--- src/occ_pkg.sv ---
// Shared constants and types of the output compare channel.
// Assumes a 32-bit classic Wishbone register bus with byte addresses.
`default_nettype none

package occ_pkg;

  localparam int unsigned OCC_ADR_W = 4;
  localparam int unsigned OCC_DAT_W = 32;

  localparam logic [3:0] OCC_CTRL_OFS = 4'h0;
  localparam logic [3:0] OCC_PRI_OFS  = 4'h4;
  localparam logic [3:0] OCC_SEC_OFS  = 4'h8;

  localparam int unsigned OCC_EN_BIT    = 15;
  localparam int unsigned OCC_IDLE_BIT  = 13;
  localparam int unsigned OCC_WIDE_BIT  = 5;
  localparam int unsigned OCC_FLT_BIT   = 4;
  localparam int unsigned OCC_TSEL_BIT  = 3;
  localparam int unsigned OCC_MODE_LSB  = 0;
  localparam int unsigned OCC_MODE_W    = 3;

  localparam logic [31:0] OCC_CMP_RESET  = 32'h0000_0000;
  localparam logic [31:0] OCC_READ_ZERO  = 32'h0000_0000;
  localparam logic [31:0] OCC_PERIOD_VAL = 32'h0000_0000;

  typedef enum logic [2:0] {
    OCC_MODE_OFF       = 3'h0,
    OCC_MODE_SET_HIGH  = 3'h1,
    OCC_MODE_SET_LOW   = 3'h2,
    OCC_MODE_TOGGLE    = 3'h3,
    OCC_MODE_PULSE_ONE = 3'h4,
    OCC_MODE_PULSE_RUN = 3'h5,
    OCC_MODE_PWM       = 3'h6,
    OCC_MODE_PWM_FAULT = 3'h7
  } occ_mode_t;

  typedef enum logic [2:0] {
    OCC_ST_WAIT_RISE = 3'b001,
    OCC_ST_WAIT_FALL = 3'b010,
    OCC_ST_DONE      = 3'b100
  } occ_state_t;

  typedef struct packed {
    logic      enable;
    logic      idle_stop;
    logic      wide_compare;
    logic      timer_select;
    occ_mode_t mode_field;
  } occ_ctrl_t;

  localparam occ_ctrl_t OCC_CTRL_RESET = '{
    enable:       1'b0,
    idle_stop:    1'b0,
    wide_compare: 1'b0,
    timer_select: 1'b0,
    mode_field:   OCC_MODE_OFF
  };

endpackage : occ_pkg

`default_nettype wire

--- src/occ_output_compare.sv ---
// Output compare channel with its register file on a classic Wishbone slave.
// Assumes both timers and the idle and fault inputs are synchronous to clk_i.
//
// The register offsets and register access over Wishbone are this design's own decisions.
`default_nettype none

module occ_output_compare
  import occ_pkg::*;
(
  input  wire logic                 clk_i,
  input  wire logic                 rst_i,
  input  wire logic                 wb_cyc_i,
  input  wire logic                 wb_stb_i,
  input  wire logic                 wb_we_i,
  input  wire logic [OCC_ADR_W-1:0] wb_adr_i,
  input  wire logic [3:0]           wb_sel_i,
  input  wire logic [OCC_DAT_W-1:0] wb_dat_i,
  output logic      [OCC_DAT_W-1:0] wb_dat_o,
  output logic                      wb_ack_o,
  input  wire logic [31:0]          second_timer_i,
  input  wire logic [31:0]          third_timer_i,
  input  wire logic                 cpu_idle_i,
  input  wire logic                 fault_n_i,
  output logic                      compare_output_pin_o
);

  occ_ctrl_t   ctrl_reg;
  occ_ctrl_t   ctrl_next;
  logic [31:0] pri_reg;
  logic [31:0] pri_next;
  logic [31:0] sec_reg;
  logic [31:0] sec_next;
  logic [31:0] duty_reg;
  logic [31:0] duty_next;
  logic [31:0] rdata_reg;
  logic        ack_reg;
  logic        pin_reg;
  logic        pin_next;
  logic        flt_reg;
  logic        flt_next;
  occ_state_t  state_reg;
  occ_state_t  state_next;
  occ_mode_t   mode_last_reg;
  logic        en_last_reg;

  logic        bus_req;
  logic        bus_wr;
  logic        hit_ctrl;
  logic        hit_pri;
  logic        hit_sec;
  logic [31:0] ctrl_word;
  logic [31:0] ctrl_wmerge;
  logic [31:0] rdata_next;
  logic [31:0] timer_val;
  logic        run;
  logic        reinit;
  logic        fault_active;
  logic        pri_evt;
  logic        sec_evt;
  logic        duty_evt;
  logic        per_evt;
  logic        fault_mode;
  logic        idle_halt;

  function automatic logic [31:0] merge_bytes(input logic [31:0] old_v,
                                              input logic [31:0] new_v,
                                              input logic [3:0]  sel);
    logic [31:0] res;
    res = old_v;
    for (int i = 0; i < 4; i++) begin
      if (sel[i]) begin
        res[i*8 +: 8] = new_v[i*8 +: 8];
      end
    end
    return res;
  endfunction : merge_bytes

  // Bus decode. One wait state: ack rises the cycle after the request and drops after one cycle.
  assign bus_req  = wb_cyc_i & wb_stb_i & ~ack_reg;
  assign bus_wr   = bus_req & wb_we_i;
  assign hit_ctrl = (wb_adr_i == OCC_CTRL_OFS);
  assign hit_pri  = (wb_adr_i == OCC_PRI_OFS);
  assign hit_sec  = (wb_adr_i == OCC_SEC_OFS);

  // Only implemented fields are placed; every other bit stays zero.
  always_comb begin
    ctrl_word                                          = OCC_READ_ZERO;
    ctrl_word[OCC_EN_BIT]                              = ctrl_reg.enable;
    ctrl_word[OCC_IDLE_BIT]                            = ctrl_reg.idle_stop;
    ctrl_word[OCC_WIDE_BIT]                            = ctrl_reg.wide_compare;
    ctrl_word[OCC_FLT_BIT]                             = flt_reg &
        fault_mode;
    ctrl_word[OCC_TSEL_BIT]                            = ctrl_reg.timer_select;
    ctrl_word[OCC_MODE_LSB +: OCC_MODE_W]              = ctrl_reg.mode_field;
  end

  assign ctrl_wmerge = merge_bytes(ctrl_word, wb_dat_i, wb_sel_i);

  // The fault bit in the written word is dropped here, so software cannot touch the flag.
  always_comb begin
    ctrl_next = ctrl_reg;
    if (bus_wr && hit_ctrl) begin
      ctrl_next.enable       = ctrl_wmerge[OCC_EN_BIT];
      ctrl_next.idle_stop    = ctrl_wmerge[OCC_IDLE_BIT];
      ctrl_next.wide_compare = ctrl_wmerge[OCC_WIDE_BIT];
      ctrl_next.timer_select = ctrl_wmerge[OCC_TSEL_BIT];
      ctrl_next.mode_field   = occ_mode_t'(ctrl_wmerge[OCC_MODE_LSB +: OCC_MODE_W]);
    end
  end

  assign pri_next = (bus_wr && hit_pri) ? merge_bytes(pri_reg, wb_dat_i, wb_sel_i) : pri_reg;
  assign sec_next = (bus_wr && hit_sec) ? merge_bytes(sec_reg, wb_dat_i, wb_sel_i) : sec_reg;

  // Unmapped addresses are acknowledged and read as zero.
  assign rdata_next = hit_ctrl ? ctrl_word :
                      hit_pri  ? pri_reg   :
                      hit_sec  ? sec_reg   : OCC_READ_ZERO;

  // Time base and run gating.
  // Idle stop only freezes the pin logic; the pin and the control fields keep their values, but a fault still sets the fault flag.
  assign idle_halt  = ctrl_reg.idle_stop & cpu_idle_i;
  assign fault_mode = (ctrl_reg.mode_field == OCC_MODE_PWM_FAULT);
  assign timer_val = ctrl_reg.timer_select ? third_timer_i : second_timer_i;
  assign run       = ctrl_reg.enable
                   & ~idle_halt
                   & (ctrl_reg.mode_field != OCC_MODE_OFF);
  assign reinit    = (ctrl_reg.mode_field != mode_last_reg) | (ctrl_reg.enable & ~en_last_reg);
  assign fault_active = ctrl_reg.enable & ~fault_n_i &
                        fault_mode;

  // Width of every comparison follows the wide-compare bit.
  occ_match u_pri_match (
    .clk_i     (clk_i),
    .rst_i     (rst_i),
    .enable_i  (run),
    .wide_i    (ctrl_reg.wide_compare),
    .timer_i   (timer_val),
    .compare_i (pri_reg),
    .event_o   (pri_evt)
  );

  occ_match u_sec_match (
    .clk_i     (clk_i),
    .rst_i     (rst_i),
    .enable_i  (run),
    .wide_i    (ctrl_reg.wide_compare),
    .timer_i   (timer_val),
    .compare_i (sec_reg),
    .event_o   (sec_evt)
  );

  // PWM uses a latched duty value so a new secondary takes effect only at a period start, a mode change or the enable rising.
  occ_match u_duty_match (
    .clk_i     (clk_i),
    .rst_i     (rst_i),
    .enable_i  (run),
    .wide_i    (ctrl_reg.wide_compare),
    .timer_i   (timer_val),
    .compare_i (duty_reg),
    .event_o   (duty_evt)
  );

  occ_match u_period_match (
    .clk_i     (clk_i),
    .rst_i     (rst_i),
    .enable_i  (run),
    .wide_i    (ctrl_reg.wide_compare),
    .timer_i   (timer_val),
    .compare_i (OCC_PERIOD_VAL),
    .event_o   (per_evt)
  );

  // Pin behaviour per mode.
  // In fault PWM mode a fault outranks both PWM events, so while the channel runs the pin stays low for as long as fault_n_i is low.
  always_comb begin
    pin_next   = pin_reg;
    state_next = state_reg;
    duty_next  = duty_reg;
    if (!ctrl_reg.enable) begin
      pin_next   = 1'b0;
      state_next = OCC_ST_WAIT_RISE;
    end else if (reinit) begin
      pin_next   = (ctrl_reg.mode_field == OCC_MODE_SET_LOW);
      state_next = OCC_ST_WAIT_RISE;
      duty_next  = sec_reg;
    end else if (run) begin
      case (ctrl_reg.mode_field)
        OCC_MODE_SET_HIGH: begin
          if (pri_evt) pin_next = 1'b1;
        end
        OCC_MODE_SET_LOW: begin
          if (pri_evt) pin_next = 1'b0;
        end
        OCC_MODE_TOGGLE: begin
          if (pri_evt) pin_next = ~pin_reg;
        end
        OCC_MODE_PULSE_ONE, OCC_MODE_PULSE_RUN: begin
          case (state_reg)
            OCC_ST_WAIT_RISE: begin
              if (pri_evt) begin
                pin_next   = 1'b1;
                state_next = OCC_ST_WAIT_FALL;
              end
            end
            OCC_ST_WAIT_FALL: begin
              if (sec_evt) begin
                pin_next   = 1'b0;
                state_next = (ctrl_reg.mode_field == OCC_MODE_PULSE_RUN) ?
                             OCC_ST_WAIT_RISE : OCC_ST_DONE;
              end
            end
            OCC_ST_DONE: begin
              pin_next = 1'b0;
            end
            default: begin
              state_next = OCC_ST_WAIT_RISE;
            end
          endcase
        end
        OCC_MODE_PWM, OCC_MODE_PWM_FAULT: begin
          if (fault_active) begin
            pin_next = 1'b0;
          end else begin
            if (per_evt) begin
              pin_next  = 1'b1;
              duty_next = sec_reg;
            end
            if (duty_evt) pin_next = 1'b0;
          end
        end
        default: begin
          pin_next = 1'b0;
        end
      endcase
    end
  end

  // A fault in the clearing cycle keeps the flag set; it clears at a fault-free period start or whenever the mode is not fault PWM.
  assign flt_next = fault_active ? 1'b1 :
                    !fault_mode ? 1'b0 :
                    (per_evt & fault_n_i) ? 1'b0 : flt_reg;

  always_ff @(posedge clk_i) begin
    if (rst_i) begin
      ctrl_reg  <= OCC_CTRL_RESET;
      pri_reg   <= OCC_CMP_RESET;
      sec_reg   <= OCC_CMP_RESET;
      ack_reg   <= 1'b0;
      rdata_reg <= OCC_READ_ZERO;
    end else begin
      ctrl_reg  <= ctrl_next;
      pri_reg   <= pri_next;
      sec_reg   <= sec_next;
      ack_reg   <= bus_req;
      rdata_reg <= bus_req ? rdata_next : OCC_READ_ZERO;
    end
  end

  always_ff @(posedge clk_i) begin
    if (rst_i) begin
      pin_reg       <= 1'b0;
      flt_reg       <= 1'b0;
      duty_reg      <= OCC_CMP_RESET;
      state_reg     <= OCC_ST_WAIT_RISE;
      mode_last_reg <= OCC_MODE_OFF;
      en_last_reg   <= 1'b0;
    end else begin
      pin_reg       <= pin_next;
      flt_reg       <= flt_next;
      duty_reg      <= duty_next;
      state_reg     <= state_next;
      mode_last_reg <= ctrl_reg.mode_field;
      en_last_reg   <= ctrl_reg.enable;
    end
  end

  assign wb_ack_o             = ack_reg;
  assign wb_dat_o             = rdata_reg;
  assign compare_output_pin_o = pin_reg;

endmodule : occ_output_compare

`default_nettype wire

--- src/occ_match.sv ---
// Equality detector between a timer value and a compare value.
// Assumes the timer is synchronous to clk_i and may hold a value for many cycles.
`default_nettype none

module occ_match
  import occ_pkg::*;
(
  input  wire logic        clk_i,
  input  wire logic        rst_i,
  input  wire logic        enable_i,
  input  wire logic        wide_i,
  input  wire logic [31:0] timer_i,
  input  wire logic [31:0] compare_i,
  output logic             event_o
);

  logic match;
  logic match_prev_reg;
  logic event_reg;

  // A slow timer keeps its value for many cycles, so only the first equal cycle counts.
  assign match = wide_i ? (timer_i == compare_i)
                        : (timer_i[15:0] == compare_i[15:0]);

  always_ff @(posedge clk_i) begin
    if (rst_i) begin
      match_prev_reg <= 1'b0;
      event_reg      <= 1'b0;
    end else begin
      match_prev_reg <= match;
      event_reg      <= enable_i & match & ~match_prev_reg;
    end
  end

  assign event_o = event_reg;

endmodule : occ_match

`default_nettype wire

--- config.mk ---
export PLATFORM = sky130hd
export DESIGN_NAME = occ_output_compare
export DESIGN_NICKNAME = d
export VERILOG_FILES = /design/src/occ_pkg.sv /design/src/occ_output_compare.sv /design/src/occ_match.sv
export SDC_FILE = /design/constraint.sdc
export NUM_CORES = 1
export LEC_CHECK = 0
export ABC_CLOCK_PERIOD_IN_PS = 2450
export BUFFER_PORTS_ARGS = -buffer_cell sky130_fd_sc_hd__buf_2
export CORE_MARGIN = 4
export CORE_UTILIZATION = 55
export CTS_CLUSTER_DIAMETER = 80
export DETAILED_ROUTE_END_ITERATION = 8
export HOLD_SLACK_MARGIN = 0.02
export PLACE_DENSITY = 0.8
export SYNTH_ARGS = -nofsm -noshare
export SYNTH_HDL_FRONTEND = slang
export SYNTH_SLANG_ARGS = --single-unit
--- constraint.sdc ---
create_clock -name clk_i -period 2.45 [get_ports clk_i]
set_input_delay 0.245 -clock clk_i [delete_from_list [all_inputs] [get_ports clk_i]]
set_output_delay 0.245 -clock clk_i [all_outputs]
set_load 0.1 [all_outputs]
Word level (Yosys, flattened, before mapping)

Index checks and enable logic that the tools add are counted.

Logic and storage cells: 150
Output and inout port bits: 34
Flip-flop bits (word level): 153

Bitwise operators: 32
Reductions and logical operators: 29
Equality and inequality tests: 28
Muxes and demuxes: 31

Operators with widths:

| operator                                              | count |
|---|---|
| two-way mux 32 bit                                    | 8 |
| == test 32 bit                                        | 3 |
| == test 16 bit                                        | 3 |
| logical NOT 32 bit                                    | 1 |
| AND reduction 2 bit                                   | 10 |
| bitwise AND 1 bit                                     | 19 |
| logical NOT 16 bit                                    | 1 |
| two-way mux 1 bit                                     | 16 |
| two-way mux 16 bit                                    | 1 |
| == test 3 bit, second input constant                  | 5 |
| NOT 1 bit                                             | 12 |
| inequality test 5 x 3 -> 1 bit, second input constant | 2 |
| AND reduction 5 bit                                   | 2 |
| == test 3 x 2 -> 1 bit, second input constant         | 3 |
| two-way mux 3 bit                                     | 3 |
| inequality test 3 x 2 -> 1 bit, second input constant | 3 |
| one-hot mux 3 bit (3 select lines)                    | 1 |
| OR reduction 2 bit                                    | 4 |
| == test 3 x 1 -> 1 bit, second input constant         | 2 |
| AND reduction 6 bit                                   | 1 |
| nonzero test 2 bit                                    | 3 |
| OR reduction 3 bit                                    | 2 |
| one-hot mux 1 bit (5 select lines)                    | 1 |
| == test 4 x 3 -> 1 bit, second input constant         | 1 |
| other kinds (10)                                      | 13 |

Logic depth before layout (Yosys ltp)

Gate-level depths: netlist (run 1).

Depth after elaboration: 7
Gate-level depth with buffers: 8

Hierarchy

A second synthesis (run 1) with hierarchy kept.

Cells, all modules: 884
Area total of the unflattened synthesis: 7718.7 µm²

By module, submodules not included:

| module             | cells each | times used | seq. area each (µm²) | area an instance (µm²) |
|---|---|---|---|---|
| occ_output_compare | 664        | 1          | 2902.8               | 5926.9 |
| occ_match          | 55         | 4          | 40.0                 | 447.9 |

Least setup slack after synthesis (run 1)

Ideal clock, no wire load.

Path kind: reg-to-reg
Start point: register ack_reg, in the netlist wb_ack_o
End point: register rdata_reg[10], in the netlist wb_dat_o[10]
Cell stages (with the launch flop): 6
Buffers on the path: 1
Arrival time: 1.773 ns
Slack: 0.549 ns
Required time: 2.322 ns
Library setup time: 0.128 ns
Path through: dfxtp_1 or3_1 inv_1 nand2_1 clkbuf_1 nor2_1

Cells in the longest elaborated chain, start to end: 4

Ends and longest elaborated chain:

| what                                | line                      | RTL |
|---|---|---|
| start, declared                     | occ_output_compare.sv:36  | `logic ack_reg;` |
| start signal, assigned              | occ_output_compare.sv:254 | `ack_reg <= bus_req;` |
| NOT 1 bit                           | occ_output_compare.sv:79  | `assign bus_req = wb_cyc_i & wb_stb_i & ~ack_reg;` |
| bitwise AND 1 bit                   | occ_output_compare.sv:79  |  |
| NOT 1 bit (no source line)          | --                        |  |
| OR reduction 3 bit (no source line) | --                        |  |
| end signal, assigned                | occ_output_compare.sv:255 | `rdata_reg <= bus_req ? rdata_next : OCC_READ_ZERO;` |
| end, declared                       | occ_output_compare.sv:35  | `logic [31:0] rdata_reg;` |

Every way passes these cells.
A chain may end at the register's enable or synchronous reset.

Final worst setup path (run 1)

Start point: register ctrl_reg[3] (netlist bit)
End point: register u_pri_match.match_prev_reg

Cells in the longest elaborated chain, start to end: 3
Elaborated cells between the ends (all ways): 4
Those cells by class: eq/ne: 2; mux: 2

Ends and longest elaborated chain:

| what                                                    | line                             | RTL |
|---|---|---|
| start, declared                                         | occ_output_compare.sv:27         | `occ_ctrl_t ctrl_reg;` |
| start signal, assigned                                  | occ_output_compare.sv:251        | `ctrl_reg <= ctrl_next;` |
| two-way mux 32 bit *                                    | occ_output_compare.sv:123        | `assign timer_val = ctrl_reg.timer_select ? third_timer_i : second_timer_i;` |
| == test 32 bit / == test 16 bit (equally long branches) | occ_match.sv:22, occ_match.sv:23 |  |
| two-way mux 1 bit *                                     | occ_match.sv:22                  | `assign match = wide_i ? (timer_i == compare_i)` |
| end signal, assigned                                    | occ_match.sv:30                  | `match_prev_reg <= match;` |
| end, declared                                           | occ_match.sv:18                  | `logic match_prev_reg;` |

Mark *: on every way between the ends. The rest lies on a longest branch, timed or not.

==> results of run 1 <==
[worst max-delay path, stage by stage (launching register included)]
cell and delay, ns:
dfxtp_2 0.44, buf_4 0.37, mux2i_1 0.44, xnor2_1 0.13, nor4_1 0.32, nand4_1 0.23, a211oi_2 0.25
[cells in the final DEF (no fill, tap or decap), types with 3 or more instances in the layout]
master,Yosys,routed
buf_2,13,143
mux2i_1,58,58
clkbuf_16,0,17
nor2b_1,7,5
inv_1,5,5
inv_6,0,7
nor2_1,75,75
buf_4,0,24
nand2b_1,4,4
nor3b_1,5,5
nand3_1,74,74
clkinvlp_4,0,4
nand4_1,9,9
a211oi_2,6,6
or3_1,5,5
a22oi_1,26,26
mux2i_2,8,8
a21oi_1,79,79
nand2_1,95,95
nor3_1,8,8
xnor2_1,92,92
or4_1,3,3
buf_12,0,4
nor4_1,30,30
xor2_1,9,9
dfxtp_1,153,152
o21ai_0,13,13
[report_power, final]
part	leakage, nW	internal [W]	switching, W	total (W)
registers	1.23	0.00249	0.00000429	0.00249
logic	1.49	0.000167	0.000242	0.000410
clock network	0.261	0.00134	0.00110	0.00244
total	2.98	0.00400	0.00135	0.00535
[worst max-delay path by stage]
stage / start / end
2_1_floorplan: wb_ack_o$_SDFF_PP0_ / wb_dat_o[10]$_SDFF_PP0_
3_3_place_gp: ctrl_reg[3]$_SDFFE_PP0P_ / u_pri_match.event_o$_SDFF_PP0_
3_5_place_dp: ctrl_reg[3]$_SDFFE_PP0P_ / u_pri_match.match_prev_reg$_SDFF_PP0_
4_1_cts: ctrl_reg[3]$_SDFFE_PP0P_ / u_pri_match.match_prev_reg$_SDFF_PP0_
5_1_grt: ctrl_reg[3]$_SDFFE_PP0P_ / u_pri_match.event_o$_SDFF_PP0_
6_report: ctrl_reg[3]$_SDFFE_PP0P_ / u_pri_match.match_prev_reg$_SDFF_PP0_
[layout make-up]
type                            instances  area [um2]  share of cell area
Inverter                                5       18.77            0.002113
Multi-Input combinational cell        636        4054              0.4564
Tap cell                              176       220.2             0.02479
Clock inverter                         14       110.1             0.01240
Clock buffer                           18       439.2             0.04944
Sequential cell                       153        3064              0.3450
Timing Repair Buffer                  171       975.9              0.1099
[per-stage QoR]
step / power [W] / utilization
after floorplan: 0.002756 / -
after global placement: 0.002955 / 0.6318
after detailed placement: 0.002954 / 0.6318
after CTS: 0.005353 / 0.6734
after global routing: 0.005504 / 0.6734
final: 0.005348 / 0.6734
[kinds of logic (layout without fill, tap and decap cells)]
logic type,after synthesis,after routing,share of synthesized area
flops,153,153,0.4155
simple gates,329,329,0.2159
xor+xnor,101,101,0.1200
mux,66,66,0.09370
compound gates,140,140,0.1175
buf+inv,57,208,0.03734
[synthesized netlist by cell type, drive strengths merged (2+ instances only)]
cell type	count
nor4	31
nor4b	4
nand2	95
and3b	2
clkbuf	33
a21oi	79
buf	19
a211oi	8
xnor2	92
nor3	8
or4	3
nor2	76
nand4b	2
xor2	9
nor3b	6
nor2b	7
or3	5
o211ai	2
mux2i	66
nand3	74
dfxtp	153
a211o	2
inv	5
nand4	9
o31a	2
nand2b	4
a22oi	26
o21ai	13
[layer usage]
metal  part of all wire  vias to the layer above  wire (um)  GRT usage
met3              0.081                       51       1742    0.05495
met1               0.44                     3210       9494     0.4021
met5                  0                        -          0          0
li1                   -                     3252          -          -
met2               0.45                      307       9572     0.4174
met4              0.027                        0        586    0.09758
==> results_dict.tcl, run 1 <==
set metrics [dict create \
    syn_avg_cell_area_um2 8.713 \
    hold_viol 0 \
    setup_viol 0 \
    whs_endpoint "sec_reg[19]$_SDFFE_PP0P_" \
    reg2reg_slack_ns 0.18 \
    min-delay-start "wb_dat_i[19]" \
    ys_top_cells_by_area "dfxtp_1 (42%), xnor2_1 (11%), mux2i_1 (7.9%), a21oi_1 (5.4%), nand3_1 (5.0%)" \
    fin_crit_ns 2.267 \
    dpl.cell_count 1141 \
    min_path_type "primary input to flop" \
    rsz0062_at_grt "no" \
    status "completed" \
    io-pin-count 145 \
    fin_cells 1173 \
    postCtsSetupRepairBufs 0 \
    crit_type "flop to flop" \
    holdPathStages 3 \
    htreeDepth 4 \
    ys_seq_area_frac 0.4155 \
    via_per_inst 5.814 \
    yosys_warnings 0 \
    grt_util_all_layers 0.2793 \
    netlist_area_mm2 0.007371 \
    rr_endpoint "u_pri_match.match_prev_reg$_SDFF_PP0_" \
    core-area_mm2 0.01319 \
    drt_iter0_markers 648 \
    syn_inst 846 \
    grt_overflow_total 0 \
    start_util 0.5588 \
    drv_slew 0 \
    fp-row-count 42 \
    die_area_mm2 0.01532 \
    fillerInstances 1104 \
    hold_buffers 0 \
    finalWirelength_um 21400 \
    cts_buffer_depth 2 \
    areaGrowthSynthToFinish_pct 20.51 \
    clk_pin_slew_ns 0.06 \
    cts_tree "yes" \
    end_kind "flop" \
    die_x_um 123.8 \
    syn_nets 957 \
    ys.flop_type "dfxtp_1" \
    yosysTopAreaCell "dfxtp_1" \
    worst_slack_ns 0.1834 \
    fin_worst_skew_ns 0.008838 \
    place_congestion 0.8943 \
    start_kind "flop" \
    tightestPinTransition_ns 0.7568 \
    rr_worst_depth 6 \
    whs_ns 0.08083 \
    cp.required_ns 2.79 \
    maxClockFrequency_mhz 441.2 \
    pre_cts_slack_ns 0.2048 \
    dp_hpwl_um 15730 \
    cts_num_sinks 153 \
    synth_top_cell_area_share 0.4155 \
    antenna_cells 0 \
    critPathArrivalTime_ns 2.61 \
    post_cts_resized 0 \
    slew_headroom 0.4916 \
    portBuffers 144 \
    postPlaceCellArea_mm2 0.008333 \
    fin_crit_sh 0.9252 \
    grt_pass1_wl_um 33040 \
    finalInstanceArea_mm2 0.008882 \
    insertion_delay_ns 0.43 \
    synth_async_sr_flop_share 0 \
    vdd_drop_max_mv 0.4999 \
    regToRegStartpoint "ctrl_reg[3]$_SDFFE_PP0P_" \
    maxCapViolations 0 \
    p_leak_nw 2.979 \
    ant_nets 0 \
    synth-edff-count 0 \
    fin_nets 1095 \
    cts_root_buf "clkbuf_16" \
    antenna_found_initial 0 \
    synth-seq-cells 153 \
    cts_buffers 17 \
    p_per_area_mw_per_mm2 602.1 \
    cp_max_fo 22 \
    drive_above_1_share 0.2287 \
    routedWlPerCell_um 18.24 \
    grt_max_degree 51 \
    synth_cell_type_count 48 \
    firstDrtPassIters 7 \
    drc 0 \
    setup_tns_ns 0 \
    grt_pass1_vias 6491 \
    dieHeight_um 123.8 \
    num_vias 6820 \
]
(Power assumes the default switching activity.)
==> inputs of run 2 (changes only) <==
- ABC_CLOCK_PERIOD_IN_PS: 2450 -> 2700
- CORE_UTILIZATION: 55 -> 60
- PLACE_DENSITY: 0.8 -> 0.86
- clock period: 2.45 -> 2.7 ns (I/O delays scaled with it)
==> run 2 against run 1 <==
Effect of this change:
- routed wire length down 0.56%
- core utilization increased by 5.9 points
- highest routed layer unchanged
- critical endpoint is now u_pri_match.event_o$_SDFF_PP0_
- register-to-register slack improved by 0.09 ns
- final cell count shrank 3.3%
- first-iteration DRC count up 19%
- flip-flop and latch count did not move
==> results_dict.tcl, run 2 (same netlist as run 1, synthesis figures left out) <==
set metrics [dict create \
    status "completed" \
    cts_tree "yes" \
    drc 0 \
    drive_above_1_share 0.2178 \
    multiInputGateArea_mm2 0.004054 \
    areaGrowthSynthToFinish_pct 19.33 \
    fin_crit_sh 0.8994 \
    setup_viol 0 \
    vdd_drop_max_mv 0.7289 \
    maxCapViolations 0 \
    crit_buf_inv 1 \
    regArea_mm2 0.003064 \
    slew_headroom 0.5520 \
    grt_max_degree 60 \
    hold_buffers 0 \
    whs_ns 0.1097 \
    rsz0062_at_grt "no" \
    dp_hpwl_um 15480 \
    clk_pin_slew_ns 0.06 \
    drt_iter0_markers 768 \
    final_common_cell "dfxtp_1" \
    cts_num_sinks 153 \
    io-pin-count 145 \
    htreeDepth 4 \
    post_cts_resized 0 \
    drv_slew 0 \
    hold_viol 0 \
    cts_buffer_depth 2 \
    critical-path-max-stage-delay_ns 0.63 \
    firstDrtPassIters 6 \
    fin_crit_ns 2.428 \
    fin_worst_skew_ns 0.006097 \
    place_congestion 1.029 \
    antenna_cells 0 \
    end_kind "flop" \
    crit_chain "buf_12, mux2i_1, xnor2_1, nor4_1, nand4_1, a211oi_2" \
    ant_nets 0 \
    fillerInstances 926 \
    grt_pass1_wl_um 33610 \
    cp_slowest_cell "dfxtp_2" \
    grt_util_all_layers 0.2980 \
    path_delay_family "simple AND/OR/NAND/NOR gates" \
    p_per_area_mw_per_mm2 568.6 \
    crit_type "flop to flop" \
    die_area_mm2 0.01412 \
    tightestPinTransition_ns 0.6668 \
    finalWirelength_um 21280 \
    dieHeight_um 118.8 \
    grt_overflow_total 0 \
    antenna_found_initial 0 \
    fin_nets 1086 \
    grt_pass1_vias 6623 \
    start_kind "flop" \
    p_leak_nw 2.961 \
    cts_root_buf "clkbuf_16" \
    maxClockFrequency_mhz 411.8 \
    cts_buffers 17 \
    routedWlPerCell_um 18.76 \
    insertion_delay_ns 0.42 \
    start_util 0.6136 \
    die_x_um 118.8 \
    core-area_mm2 0.01201 \
    num_vias 6898 \
    postCtsSetupRepairBufs 0 \
    via_per_inst 6.083 \
    critPathArrivalTime_ns 2.76 \
    cp_max_fo 22 \
    portBuffers 144 \
    min_path_type "primary input to flop" \
    fp-row-count 40 \
    setup_tns_ns 0 \
    mostFrequentLayoutCells "dfxtp_1 (152), buf_2 (143), nand2_1 (95), xnor2_1 (92), a21oi_1 (79)" \
    cp.required_ns 3.04 \
]
[run 2: cell type report]
type / count / share of cell area
multi-input cells: 636 / 0.4609
flip-flops and latches: 153 / 0.3484
repair buffers: 162 / 0.1004
clock buffers: 25 / 0.05747
well taps: 147 / 0.02091
clock inverters: 6 / 0.009815
inverters: 5 / 0.002134
[run 2: power breakdown]
group | internal [W] | switching (W) | leakage, nW
Sequential | 0.00226 | 0.00000398 | 1.23
Clock | 0.00148 | 0.000894 | 0.290
Combinational | 0.000142 | 0.000221 | 1.44
[run 2: final timing paths]
| check | from | endpoint | slack, ns | cells past startpoint |
|---|---|---|---|---|
| hold reg to reg | u_period_match.match_prev_reg$_SDFF_PP0_ | u_period_match.event_o$_SDFF_PP0_ | 0.41 | 1 |
| setup / recovery | ctrl_reg[3]$_SDFFE_PP0P_ | u_pri_match.event_o$_SDFF_PP0_ | 0.27 | 6 |
| setup reg to reg | ctrl_reg[3]$_SDFFE_PP0P_ | u_pri_match.event_o$_SDFF_PP0_ | 0.27 | 6 |
| hold / removal | wb_dat_i[21] | pri_reg[21]$_SDFFE_PP0P_ | 0.11 | 3 |
[run 2: through the flow]
stage          cells  setup WS [ns]  instance area (um2)  utilization  power, W
2_1_floorplan    846         0.7994                 7371            -  0.002500
4_1_cts         1134         0.2970                 8796       0.7323  0.005008
5_1_grt         1134         0.1380                 8796       0.7323  0.005133
3_5_place_dp    1103         0.3777                 8204       0.6830  0.002668
3_3_place_gp    1103         0.3774                 8204       0.6830  0.002665
6_report        1134         0.2716                 8796       0.7323  0.005002
[run 2: layer usage]
| metal | part of all wire | track usage | vias to the layer above |
|---|---|---|---|
| li1 | - | - | 3222 |
| met1 | 0.42 | 0.3950 | 3281 |
| met2 | 0.46 | 0.4682 | 335 |
| met3 | 0.082 | 0.07075 | 60 |
| met4 | 0.029 | 0.1238 | 0 |
| met5 | 0 | 0 | - |
[run 2: worst reg2reg max path: stages, from the launching register on]
cell	delay, ns
dfxtp_2	0.63
buf_12	0.25
mux2i_1	0.44
xnor2_1	0.11
nor4_1	0.42
nand4_1	0.25
a211oi_2	0.25
==> inputs of run 3 (changes only) <==
- RECOVER_POWER: not set -> 25
==> run 3 against run 2 <==
Effect of this change:
- largest cell class unchanged
- clock-buffer cell count stayed put
- the run now ends with max-capacitance violations, max-slew violations left
- routed wire length is essentially flat
- clock power about the same
- global-route usage did not move
- final cell count unchanged
- critical path type unchanged
- critical endpoint unchanged
- core utilization shrank 0.46 points
==> results_dict.tcl, run 3 (same netlist as run 1, synthesis figures left out) <==
set metrics [dict create \
    antenna_cells 0 \
    portBuffers 144 \
    cp_slowest_cell "dfxtp_2" \
    areaGrowthSynthToFinish_pct 18.59 \
    min-delay-start "wb_dat_i[21]" \
    violations "max-capacitance violations, max-slew violations" \
    final_common_cell "dfxtp_1" \
    cp_max_fo 22 \
    critical-path-max-stage-delay_ns 0.63 \
    rsz0062_at_grt "no" \
    regArea_mm2 0.003064 \
    firstDrtPassIters 6 \
    mostFrequentLayoutCells "dfxtp_1 (152), buf_2 (110), nand2_1 (95), xnor2_1 (92), a21oi_1 (79)" \
    cts_root_buf "clkbuf_16" \
    cts_num_sinks 153 \
    drt_iter0_markers 732 \
    finalWirelength_um 21300 \
    start_util 0.6136 \
    regToRegStartpoint "ctrl_reg[3]$_SDFFE_PP0P_" \
    die_x_um 118.8 \
    fin_nets 1086 \
    core-area_mm2 0.01201 \
    fin_crit_sh 0.8920 \
    place_congestion 1.029 \
    grt_util_all_layers 0.2980 \
    setup_tns_ns 0 \
    tightestPinTransition_ns 1.683 \
    grt_pass1_vias 6623 \
    crit_buf_inv 1 \
    drive_above_1_share 0.1814 \
    whs_endpoint "pri_reg[21]$_SDFFE_PP0P_" \
    routedWlPerCell_um 18.78 \
    maxCapViolations 1 \
    report.power.total_w 0.005005 \
    min_path_type "primary input to flop" \
    cts_buffers 17 \
    hold_buffers 0 \
    vdd_drop_max_mv 0.7310 \
    grt_overflow_total 0 \
    cp.required_ns 3.04 \
    clk_pin_slew_ns 0.06 \
    maxClockFrequency_mhz 415.2 \
    fin_crit_ns 2.408 \
    hold_viol 0 \
    post_cts_resized 0 \
    grt_max_degree 60 \
    ant_nets 0 \
    setup_viol 0 \
    start_kind "flop" \
    cts_buffer_depth 2 \
    dieHeight_um 118.8 \
    reg2reg_slack_ns 0.29 \
    htreeDepth 4 \
    status "finished, violations left" \
    num_vias 6863 \
    p_per_area_mw_per_mm2 572.6 \
    postCtsSetupRepairBufs 0 \
    holdPathStages 3 \
    fillerInstances 945 \
    antenna_found_initial 0 \
    crit_type "flop to flop" \
    multiInputGateArea_mm2 0.004048 \
    via_per_inst 6.052 \
    fp-row-count 40 \
    drc 0 \
    rr_endpoint "u_pri_match.event_o$_SDFF_PP0_" \
    drv_slew 32 \
    dp_hpwl_um 15480 \
    end_kind "flop" \
    grt_pass1_wl_um 33610 \
    cts_tree "yes" \
    p_leak_nw 2.807 \
    path_delay_family "flip-flops" \
    critPathArrivalTime_ns 2.74 \
    rr_worst_depth 6 \
    fin_worst_skew_ns 0.006928 \
    insertion_delay_ns 0.42 \
    die_area_mm2 0.01412 \
    crit_chain "buf_12, mux2i_1, xnor2_1, nor4_1, nand4_1, a211oi_2" \
    slew_headroom -0.1222 \
    io-pin-count 145 \
]
## run 3: cell types whose count changed in the layout (fill, tap and decap cells not counted)
cell      change
clkbuf_1     +35
buf_2        -33
buf_4         -2
nor4b_1       +1
nor4b_2       -1
## run 3: cell type report
type | instances | share of cell area
clock buffer | 25 | 0.05783
clock inverter | 6 | 0.009877
inverter | 5 | 0.002147
multi-input combinational | 636 | 0.4631
sequential | 153 | 0.3506
tap | 147 | 0.02104
timing repair buffer | 162 | 0.09548
## run 3: worst max path at each step
stage	start	end	slack [ns]	cells after the start
floorplan	wb_ack_o$_SDFF_PP0_	wb_dat_o[10]$_SDFF_PP0_	0.80	5
global placement	ctrl_reg[3]$_SDFFE_PP0P_	u_duty_match.event_o$_SDFF_PP0_	0.38	6
detailed placement	ctrl_reg[3]$_SDFFE_PP0P_	u_pri_match.event_o$_SDFF_PP0_	0.38	6
CTS	ctrl_reg[3]$_SDFFE_PP0P_	u_pri_match.event_o$_SDFF_PP0_	0.30	6
global route	ctrl_reg[3]$_SDFFE_PP0P_	u_pri_match.event_o$_SDFF_PP0_	0.14	6
finish	ctrl_reg[3]$_SDFFE_PP0P_	u_pri_match.event_o$_SDFF_PP0_	0.29	6
## run 3: worst min-delay path: stages
cell,delay (ns)
buf_2,0.10
nand3_1,0.06
a21oi_1,0.05
## run 3: stage by stage
stage               cells    util  setup slack [ns]  hold WS (ns)  cell area (um2)
floorplan             846       -            0.7994        0.3563             7371
global placement     1103  0.6830            0.3774        0.4058             8204
detailed placement   1103  0.6830            0.3777        0.3947             8204
CTS                  1134  0.7323            0.2970        0.1033             8796
global route         1134  0.7277            0.1380        0.1071             8741
finish               1134  0.7277            0.2916        0.1102             8741
## run 3: report_power, final
part           switching [W]  internal, W  total (W)
sequential        0.00000400      0.00226    0.00227
combinational       0.000220     0.000141   0.000361
clock               0.000899      0.00148    0.00238
total                0.00112      0.00388    0.00500
## run 3: per-layer routing
layer / GRT usage / wire length (um) / up-vias
met3: 0.07075 / 1833 / 63
met1: 0.3950 / 8949 / 3241
met4: 0.1238 / 669 / 0
met5: 0 / 0 / -
li1: - / - / 3220
met2: 0.4682 / 9846 / 339
